`config.mk`:
```
export PLATFORM = sky130hd
export DESIGN_NAME = bpp_port
export DESIGN_NICKNAME = d
export VERILOG_FILES = /design/src/bpp_pkg.sv /design/src/bpp_port.sv /design/src/bpp_pin_sync.sv
export SDC_FILE = /design/constraint.sdc
export NUM_CORES = 1
export LEC_CHECK = 0
export BUFFER_PORTS_ARGS = -buffer_cell sky130_fd_sc_hd__buf_2
export CAP_MARGIN = 20
export CORE_ASPECT_RATIO = 1.1
export CORE_UTILIZATION = 49
export DETAILED_ROUTE_END_ITERATION = 6
export HOLD_SLACK_MARGIN = 0.1
export PLACE_DENSITY = 0.79
export RECOVER_POWER = 50
export SYNTH_ARGS = -nofsm -noshare
export SYNTH_HDL_FRONTEND = slang
export SYNTH_SLANG_ARGS = --single-unit
```
`constraint.sdc`:
```
create_clock -name clk_i -period 2.14 [get_ports clk_i]
set_input_delay 0.107 -clock clk_i [delete_from_list [all_inputs] [get_ports clk_i]]
set_output_delay 0.107 -clock clk_i [all_outputs]
set_load 0.1 [all_outputs]
```
`src/bpp_pkg.sv`:
```
/*
 * Constants for the byte-wide pin port: register indices, reset values,
 * field layout of the status word and bus geometry.
 * Assumes a 32-bit classic Wishbone slave where each register sits in
 * the low byte of one word, at byte address four times its index.
 */
package bpp_pkg;

    // ----------------------------------------------------------------
    // bus geometry
    // ----------------------------------------------------------------
    localparam int          ADR_W         = 22;
    localparam int          IDX_W         = 20;
    localparam int          DAT_W         = 32;
    localparam int          SEL_W         = 4;
    localparam int          PORT_W        = 8;

    // ----------------------------------------------------------------
    // register indices (byte address = index * 4)
    // ----------------------------------------------------------------
    localparam logic [19:0] IDX_PIN_DIR   = 20'hEE003;
    localparam logic [19:0] IDX_PULLUP    = 20'hEE03E;
    localparam logic [19:0] IDX_OUT_DATA  = 20'hFFFD3;
    localparam logic [19:0] IDX_BUS_WIDTH = 20'hEE040;
    localparam logic [19:0] IDX_STATUS    = 20'hEE041;

    // ----------------------------------------------------------------
    // reset values and read-back constants
    // ----------------------------------------------------------------
    localparam logic [7:0]  RST_PIN_DIR   = 8'h00;
    localparam logic [7:0]  RST_PULLUP    = 8'h00;
    localparam logic [7:0]  RST_OUT_DATA  = 8'h00;
    localparam logic [7:0]  RST_BUS_WIDTH = 8'h00;
    localparam logic [7:0]  RD_WRITE_ONLY = 8'hFF;
    localparam logic [7:0]  ALL_OFF       = 8'h00;
    localparam logic [7:0]  ALL_8BIT      = 8'h00;

    // ----------------------------------------------------------------
    // status word fields
    // ----------------------------------------------------------------
    localparam int          ST_BUS16      = 0;
    localparam int          ST_SW_STBY    = 1;
    localparam int          ST_HW_STBY    = 2;

    // ----------------------------------------------------------------
    // pin synchroniser
    // ----------------------------------------------------------------
    localparam int          SYNC_STAGES   = 3;

    typedef enum logic
    {
        BPP_BUS_IDLE,
        BPP_BUS_ACK
    } bpp_bus_state_t;

endpackage

```
`src/bpp_port.sv`:
```
/*
 * Byte-wide general-purpose pin port with per-pin direction, output
 * latch, readback select, input pull-ups and sharing with the low data
 * bus lines. Registers sit behind a classic Wishbone slave.
 * Assumes the bus controller drives the low data lines and their enable
 * on this clock, and that standby inputs are levels on this clock.
 */
module bpp_port
    import bpp_pkg::*;
#(
    parameter logic [7:0] BUS_WIDTH_RESET = RST_BUS_WIDTH
)
(
    input  wire logic              clk_i,
    input  wire logic              rst_i,
    input  wire logic              hw_standby_i,
    input  wire logic              sw_standby_i,
    input  wire logic              wb_cyc_i,
    input  wire logic              wb_stb_i,
    input  wire logic              wb_we_i,
    input  wire logic [ADR_W-1:0]  wb_adr_i,
    input  wire logic [SEL_W-1:0]  wb_sel_i,
    input  wire logic [DAT_W-1:0]  wb_dat_i,
    output      logic [DAT_W-1:0]  wb_dat_o,
    output      logic              wb_ack_o,
    input  wire logic [PORT_W-1:0] pin_i,
    output      logic [PORT_W-1:0] pin_o,
    output      logic [PORT_W-1:0] pin_oe_o,
    output      logic [PORT_W-1:0] pullup_en_o,
    input  wire logic [PORT_W-1:0] dbus_out_i,
    input  wire logic              dbus_oe_i,
    output      logic [PORT_W-1:0] dbus_in_o,
    output      logic              bus16_mode_o
);

    // ----------------------------------------------------------------
    // decode helper
    // ----------------------------------------------------------------
    function automatic logic idx_hit(input logic [ADR_W-1:0] adr, input logic [19:0] idx);
        return adr[ADR_W-1:2] == idx;
    endfunction

    // ----------------------------------------------------------------
    // state
    // ----------------------------------------------------------------
    bpp_bus_state_t    bus_q;
    bpp_bus_state_t    bus_d;
    logic [PORT_W-1:0] dir_q;
    logic [PORT_W-1:0] out_q;
    logic [PORT_W-1:0] pcr_q;
    logic [PORT_W-1:0] bwc_q;
    logic [PORT_W-1:0] pin_oe_q;
    logic [PORT_W-1:0] pin_o_q;
    logic [PORT_W-1:0] pullup_q;
    logic [PORT_W-1:0] dbus_in_q;
    logic [DAT_W-1:0]  rdat_q;
    logic [PORT_W-1:0] pin_lvl;

    // ----------------------------------------------------------------
    // bus decode
    // ----------------------------------------------------------------
    wire               clr        = rst_i | hw_standby_i;
    wire               req        = wb_cyc_i & wb_stb_i;
    wire               wr_go      = req & wb_we_i & wb_sel_i[0] & (bus_q == BPP_BUS_ACK);
    wire               hit_dir    = idx_hit(wb_adr_i, IDX_PIN_DIR);
    wire               hit_pcr    = idx_hit(wb_adr_i, IDX_PULLUP);
    wire               hit_out    = idx_hit(wb_adr_i, IDX_OUT_DATA);
    wire               hit_bwc    = idx_hit(wb_adr_i, IDX_BUS_WIDTH);
    wire               hit_sts    = idx_hit(wb_adr_i, IDX_STATUS);
    wire [PORT_W-1:0]  wdat       = wb_dat_i[PORT_W-1:0];

    // sixteen-bit mode if any area is 16-bit
    wire               bus16      = (bwc_q != ALL_8BIT);

    wire [PORT_W-1:0]  out_rd     = (dir_q & out_q) | (~dir_q & pin_lvl);
    wire [PORT_W-1:0]  sts_rd     = (PORT_W'(bus16) << ST_BUS16)
                                    | (PORT_W'(sw_standby_i) << ST_SW_STBY)
                                    | (PORT_W'(hw_standby_i) << ST_HW_STBY);

    // direction reads back as ones, its value is not visible
    wire [PORT_W-1:0]  rd_byte    = hit_dir ? RD_WRITE_ONLY :
                                    hit_out ? out_rd :
                                    hit_pcr ? pcr_q :
                                    hit_bwc ? bwc_q :
                                    hit_sts ? sts_rd : ALL_OFF;

    // ----------------------------------------------------------------
    // pin drive and pull-up selection
    // ----------------------------------------------------------------
    // drivers from direction or data bus enable
    wire [PORT_W-1:0]  pin_oe_d   = hw_standby_i ? ALL_OFF :
                                    bus16 ? {PORT_W{dbus_oe_i}} : dir_q;
    // output pins carry the data latch in eight-bit mode, the data bus outputs in sixteen-bit mode
    wire [PORT_W-1:0]  pin_o_d    = bus16 ? dbus_out_i : out_q;
    // pull-up only for inputs in eight-bit mode
    wire [PORT_W-1:0]  pullup_d   = (hw_standby_i | bus16) ? ALL_OFF : (pcr_q & ~dir_q);

    // ----------------------------------------------------------------
    // Wishbone slave
    // ----------------------------------------------------------------
    // one wait state, ack for one cycle, then back to idle
    always_comb
    begin
        bus_d = bus_q;
        case (bus_q)
            BPP_BUS_IDLE:
            begin
                if (req)
                begin
                    bus_d = BPP_BUS_ACK;
                end
            end
            BPP_BUS_ACK:
            begin
                bus_d = BPP_BUS_IDLE;
            end
            default:
            begin
                bus_d = BPP_BUS_IDLE;
            end
        endcase
    end

    always_ff @(posedge clk_i)
    begin
        if (rst_i)
        begin
            bus_q <= BPP_BUS_IDLE;
        end
        else
        begin
            bus_q <= bus_d;
        end
    end

    // read data captured in the request cycle, shown with ack
    always_ff @(posedge clk_i)
    begin
        if (rst_i)
        begin
            rdat_q <= '0;
        end
        else if (req && bus_q == BPP_BUS_IDLE)
        begin
            rdat_q <= {24'h000000, rd_byte};
        end
    end

    assign wb_ack_o = (bus_q == BPP_BUS_ACK);
    assign wb_dat_o = rdat_q;

    // ----------------------------------------------------------------
    // registers
    // ----------------------------------------------------------------
    // cleared by reset or hardware standby, written at ack
    // software standby has no term here, so values simply hold
    always_ff @(posedge clk_i)
    begin
        if (clr)
        begin
            dir_q <= RST_PIN_DIR;
            out_q <= RST_OUT_DATA;
            pcr_q <= RST_PULLUP;
        end
        else
        begin
            if (wr_go && hit_dir)
            begin
                dir_q <= wdat;
            end
            if (wr_go && hit_out)
            begin
                out_q <= wdat;
            end
            if (wr_go && hit_pcr)
            begin
                pcr_q <= wdat;
            end
        end
    end

    // bus width lives in the bus controller, so only reset clears it
    always_ff @(posedge clk_i)
    begin
        if (rst_i)
        begin
            bwc_q <= BUS_WIDTH_RESET;
        end
        else if (wr_go && hit_bwc)
        begin
            bwc_q <= wdat;
        end
    end

    // registered pin drive, one edge after the register changes
    always_ff @(posedge clk_i)
    begin
        if (rst_i)
        begin
            pin_oe_q  <= ALL_OFF;
            pin_o_q   <= ALL_OFF;
            pullup_q  <= ALL_OFF;
            dbus_in_q <= ALL_OFF;
        end
        else
        begin
            pin_oe_q  <= pin_oe_d;
            pin_o_q   <= pin_o_d;
            pullup_q  <= pullup_d;
            dbus_in_q <= pin_lvl;
        end
    end

    assign pin_oe_o     = pin_oe_q;
    assign pin_o        = pin_o_q;
    assign pullup_en_o  = pullup_q;
    assign dbus_in_o    = dbus_in_q;
    assign bus16_mode_o = bus16;

    // ----------------------------------------------------------------
    // pin sampling
    // ----------------------------------------------------------------
    // pins are asynchronous, so levels pass the synchroniser
    bpp_pin_sync #(
        .WIDTH   (PORT_W)
    ) u_sync (
        .clk_i   (clk_i),
        .rst_i   (rst_i),
        .pin_i   (pin_i),
        .level_o (pin_lvl)
    );

    // ----------------------------------------------------------------
    // checks
    // ----------------------------------------------------------------
    a_mode_select: assert property (@(posedge clk_i) disable iff (rst_i)
        (wr_go && hit_bwc) |=> (bus16_mode_o == ($past(wdat) != ALL_8BIT)))
        else $error("bus mode disagrees with bus width areas");

    a_dir_drive: assert property (@(posedge clk_i) disable iff (rst_i)
        (!bus16 && !hw_standby_i) |=> (pin_oe_o == $past(dir_q)))
        else $error("pin enables do not follow direction in 8-bit mode");

    a_bus16_drive: assert property (@(posedge clk_i) disable iff (rst_i)
        (bus16 && !hw_standby_i) |=> (pin_oe_o == {PORT_W{$past(dbus_oe_i)}})
                                      && (pin_o == $past(dbus_out_i)))
        else $error("pins do not carry data bus in 16-bit mode");

    a_dir_read: assert property (@(posedge clk_i) disable iff (rst_i)
        (wb_ack_o && !wb_we_i && hit_dir) |-> (wb_dat_o[7:0] == RD_WRITE_ONLY))
        else $error("direction register value leaked on read");

    a_dir_clear: assert property (@(posedge clk_i)
        clr |=> (dir_q == RST_PIN_DIR) && (out_q == RST_OUT_DATA) && (pcr_q == RST_PULLUP))
        else $error("direction, data or pull-up control not cleared");

    a_standby_hold: assert property (@(posedge clk_i) disable iff (clr)
        (sw_standby_i && !wr_go) |=> $stable(dir_q) && $stable(pcr_q) && $stable(out_q) && $stable(bwc_q))
        else $error("register changed in software standby");

    a_standby_drive: assert property (@(posedge clk_i) disable iff (rst_i)
        (sw_standby_i && !hw_standby_i && !bus16) ##1 (sw_standby_i && $stable(dir_q))
        |-> ((pin_oe_o & dir_q) == dir_q))
        else $error("output dropped in software standby");

    a_out_level: assert property (@(posedge clk_i) disable iff (rst_i)
        !bus16 |=> (pin_o == $past(out_q)))
        else $error("pin level differs from output latch");

    a_read_mux: assert property (@(posedge clk_i) disable iff (rst_i)
        (req && !wb_we_i && hit_out && bus_q == BPP_BUS_IDLE)
        |=> (wb_dat_o[7:0] == (($past(dir_q) & $past(out_q)) | (~$past(dir_q) & $past(pin_lvl)))))
        else $error("data readback select wrong");

    a_pullup_on: assert property (@(posedge clk_i) disable iff (rst_i)
        (!bus16 && !hw_standby_i) |=> (pullup_en_o == ($past(pcr_q) & ~$past(dir_q))))
        else $error("pull-up enable wrong in 8-bit mode");

    a_pullup_off: assert property (@(posedge clk_i)
        (rst_i || hw_standby_i || bus16) |=> (pullup_en_o == ALL_OFF))
        else $error("pull-up on in reset, standby or 16-bit mode");

    a_write_take: assert property (@(posedge clk_i) disable iff (clr)
        (wr_go && hit_pcr) |=> (pcr_q == $past(wdat))
        ##1 ($past(bus16) || (pullup_en_o == ($past(pcr_q) & ~$past(dir_q)))))
        else $error("pull-up write not taken");

    a_dir_write: assert property (@(posedge clk_i) disable iff (clr)
        (wr_go && hit_dir) |=> (dir_q == $past(wdat)))
        else $error("direction write not taken");

    a_out_write: assert property (@(posedge clk_i) disable iff (clr)
        (wr_go && hit_out) |=> (out_q == $past(wdat)))
        else $error("output data write not taken");

    a_sel_ignore: assert property (@(posedge clk_i) disable iff (clr)
        (req && wb_we_i && !wb_sel_i[0] && bus_q == BPP_BUS_ACK)
        |=> $stable(out_q) && $stable(dir_q) && $stable(pcr_q) && $stable(bwc_q))
        else $error("write without low byte select changed a register");

    a_ack_answer: assert property (@(posedge clk_i) disable iff (rst_i)
        (req && bus_q == BPP_BUS_IDLE) |=> wb_ack_o)
        else $error("request not acknowledged after one wait state");

    a_ack_pulse: assert property (@(posedge clk_i) disable iff (rst_i)
        wb_ack_o |=> !wb_ack_o)
        else $error("acknowledge longer than one cycle");

    a_hw_drive_off: assert property (@(posedge clk_i) disable iff (rst_i)
        hw_standby_i |=> (pin_oe_o == ALL_OFF) && (pullup_en_o == ALL_OFF))
        else $error("pins driven or pulled up in hardware standby");

    a_dbus_in: assert property (@(posedge clk_i) disable iff (rst_i)
        1'b1 |=> (dbus_in_o == $past(pin_lvl)))
        else $error("data bus input does not follow pin level");

    a_pcr_read: assert property (@(posedge clk_i) disable iff (clr)
        (req && !wb_we_i && hit_pcr && bus_q == BPP_BUS_IDLE) |=> (wb_dat_o[7:0] == $past(pcr_q)))
        else $error("pull-up control readback wrong");

    a_unmapped_read: assert property (@(posedge clk_i) disable iff (rst_i)
        (req && !wb_we_i && bus_q == BPP_BUS_IDLE && !(hit_dir || hit_pcr || hit_out || hit_bwc || hit_sts))
        |=> (wb_dat_o == '0))
        else $error("unmapped read returned nonzero data");

    a_bwc_keep: assert property (@(posedge clk_i) disable iff (rst_i)
        (hw_standby_i && !(wr_go && hit_bwc)) |=> $stable(bwc_q))
        else $error("bus width changed by hardware standby");

    a_dat_upper: assert property (@(posedge clk_i) disable iff (rst_i)
        wb_ack_o |-> (wb_dat_o[DAT_W-1:PORT_W] == '0))
        else $error("read data upper bytes not zero");

endmodule

```
`src/bpp_pin_sync.sv`:
```
/*
 * Three-stage synchroniser for the port pins with agreement filter.
 * Assumes asynchronous pin levels; the filtered level follows a pin
 * only once the second and third stages agree.
 */
module bpp_pin_sync
    import bpp_pkg::*;
#(
    parameter int WIDTH = PORT_W
)
(
    input  wire logic             clk_i,
    input  wire logic             rst_i,
    input  wire logic [WIDTH-1:0] pin_i,
    output      logic [WIDTH-1:0] level_o
);

    // ----------------------------------------------------------------
    // per-bit stages
    // ----------------------------------------------------------------
    genvar k;
    generate
        for (k = 0; k < WIDTH; k++)
        begin : g_bit
            logic [SYNC_STAGES-1:0] stage_q;
            logic                   level_q;

            // stage 0 is read only by stage 1
            always_ff @(posedge clk_i)
            begin
                if (rst_i)
                begin
                    stage_q <= '0;
                end
                else
                begin
                    stage_q <= {stage_q[SYNC_STAGES-2:0], pin_i[k]};
                end
            end

            always_ff @(posedge clk_i)
            begin
                if (rst_i)
                begin
                    level_q <= 1'b0;
                end
                else if (stage_q[1] == stage_q[2])
                begin
                    level_q <= stage_q[2];
                end
            end

            assign level_o[k] = level_q;
        end
    endgenerate

endmodule

```
==> impl_metrics.csv <==
group,metric,value,unit
yosys,synth.area.top_cells,"dfxtp_1, mux2i_1, nor2b_1",
timing,setup_violations,0,
setup_path,cp_data_required_time,2.03,ns
final_layout,mostFrequentLayoutCells,"dfxtp_1, buf_2, nor2_1, clkbuf_1, a21oi_1",
floorplanning,core,0.00791,sq mm
yosys,synth_edf_count,0,
yosys,synthFlopType,"dfxtp_1",
yosys,ys_ff_latch,105,
setup_path,cp_max_fo,4,
global_route,antenna_found_initial,0,
setup_path,cpLargestDelayFamily,"simple AND/OR/NAND/NOR gates",
setup_path,worst_path_max_delay_cell,"or4_4",
timing,tightestPinTransition,1.22,ns
final_layout,post-route-util,62.5,%
setup_path,path_cells,"or4_4 > nor3_4 > inv_4 > buf_2",
timing,period_needed,2.04,ns
final_layout,drive_gt1_share,19.1,%
route,routed-via-count,3357,
global_route,grt_pass1_wl,14900,um
final_layout,largest_register_ffs,24,
clocking,clock_latency,0.35,ns
final_layout,top_register,"u_sync.g_bit.stage_q",
route,drc,0,
setup_path,worstPathArrival,1.93,ns
setup_path,max_stage_delay,0.56,ns
clocking,htreeDepth,3,
place,globalplace.congestion,0.858,
timing,clock_skew,0.00591,ns
route,viasPerCell,5.15,
setup_path,crit_type,"register to primary output",
floorplanning,die_w,88.4,um
yosys,netlist_area,0.00402,sq mm
route,drt-total-wl,9090,um
final_layout,area_growth,23.0,%
min_path,hold_path.class,"input pin to register",
route,ant_nets,0,
route,wire_per_inst,13.9,um
timing,rsz0062_at_grt,"false",
job,drv_cap,0,
yosys,synth_top_cell_by_area,"dfxtp_1",
route,dr.first_iter.drc_count,211,
clocking,cts_tree,"yes",
global_route,grt_pass1_vias,3212,
final_layout,fill_cells,718,
yosys,synth.distinct_cells,35,
setup_path,r2r_slack,0.15,ns
yosys,ys_warn_count,0,
place,io_buffers,94,
floorplanning,ios,148,
global_route,grt_util_all_layers,22.3,%
clocking,cts_made_buffers,9,
power,finalPower,3.68,mW
route,firstDrtPassIters,4,
final_layout,layout.nets,621,
yosys,avgSynthCellArea,9.64,sq um
yosys,synth_top_area_share,52.3,%
outcome,run_status,"complete, no violations",
yosys,async_flop_share,0,%
final_layout,diodes,0,
power,ir_worst_vdd,0.000446,V
clocking,clk_pin_slew,0.09,ns
yosys,ys_seq_area_share,52.3,%
final_layout,mostFrequentLayoutCell,"dfxtp_1",
timing,clock.fmax,0.490,GHz
setup_path,critical_path.endpoint_type,"primary output",
power,p_leak,2.05,nW
global_route,grt_max_degree,49,
setup_path,start_kind,"register",
power,cellPowerDensity,743,mW/mm^2
clocking,cts-root-buf,"clkbuf_8",
floorplanning,row_count,34,
timing,period_share,95.4,%
clocking,clockBufferDepth,2,
yosys,synthCells,417,
global_route,grt-ovfl-total,0,
timing,setup_tns,0,ns
floorplanning,die_h,97.0,um
setup_path,crit_buf_inv,2,
floorplanning,initial_core_util,50.8,%
timing,hold_viol_final,0,
timing,maxSlewHeadroom,19.2,%
floorplanning,dieArea,0.00857,sq mm
place,dpl.hpwl,6510,um
clocking,clkSinkCount,105,
timing,final_max_slew_viol_count,0,
==> synthesized netlist by cell type, drive strengths merged (5+ instances only) <==
cell type / number
nor3b: 8
nand4: 8
o21ai: 13
dfxtp: 105
buf: 28
a22oi: 8
nor3: 7
nand3: 21
mux2: 10
nor2: 42
o221ai: 5
nor4: 5
nor2b: 33
clkbuf: 15
a21oi: 41
nand2: 27
mux2i: 24
==> metal layers <==
| layer | vias up | GRT usage (%) | routed length, um |
|---|---|---|---|
| met4 | 0 | 8.44 | 216 |
| met5 | - | 0 | 0 |
| met2 | 129 | 38.5 | 4580 |
| met1 | 1569 | 27.4 | 3720 |
| li1 | 1639 | - | - |
| met3 | 20 | 3.24 | 565 |
==> repair_timing <==
item,in CTS,in global routing
hold buffers,27,0
hold endpoints to repair,49,0
gates resized for setup,0,0
setup buffers,0,0
==> path summary, 6_finish.rpt <==
check | depth (start not counted) | end | start
min | 4 | wb_dat_o[2]$_SDFFE_PP0P_ | hw_standby_i
max | 4 | bus16_mode_o | bwc_q[3]$_SDFFE_PP0P_
min reg2reg | 1 | wb_ack_o$_SDFF_PP0_ | wb_ack_o$_SDFF_PP0_
max reg2reg | 6 | pin_oe_o[3]$_SDFF_PP0_ | bwc_q[3]$_SDFFE_PP0P_
==> area by class of cell <==
class / instances / area (sq um) / area share, %
inverters: 2 / 10.0 / 0.202
clock buffers: 9 / 124 / 2.50
flip-flops and latches: 105 / 2100 / 42.5
repair buffers: 131 / 761 / 15.4
well taps: 108 / 135 / 2.73
clock inverters: 7 / 77.6 / 1.57
multi-input cells: 290 / 1740 / 35.1
==> cells by family (layout without fill, tap and decap cells) <==
logic type	count (synthesis)	after routing	share of synthesized area (%)
other cells	1	24	0.0933
compound gates	67	67	9.30
buf+inv	45	149	6.72
simple gates	165	165	22.8
flops	105	105	52.3
mux	34	34	8.77
==> worst reg2reg max path, stage by stage (launching register included) <==
cell and delay [ns]:
dfxtp_1 0.33, or4_4 0.56, nor3_4 0.35, buf_4 0.27, nor2b_1 0.16, a21oi_1 0.16
nor2_1 0.05
==> metrics by stage <==
| stage | hold WS [ns] | setup WS, ns | instance area, sq um | cells |
|---|---|---|---|---|
| 4_1_cts | 0.205 | 0.0889 | 5000 | 652 |
| 5_1_grt | 0.263 | 0.0458 | 4950 | 652 |
| 6_report | 0.228 | 0.0989 | 4950 | 652 |
| 3_5_place_dp | 0.319 | 0.114 | 4530 | 609 |
| 2_1_floorplan | 0.235 | 0.0171 | 4110 | 440 |
| 3_3_place_gp | 0.314 | 0.161 | 4530 | 609 |
==> where the power goes <==
| part | internal, mW | leakage [nW] | switching (mW) |
|---|---|---|---|
| Sequential | 1.98 | 0.851 | 0.0125 |
| Combinational | 0.103 | 1.09 | 0.360 |
| Clock | 0.553 | 0.101 | 0.665 |
| Total | 2.64 | 2.05 | 1.04 |
(Power assumes the default switching activity.)
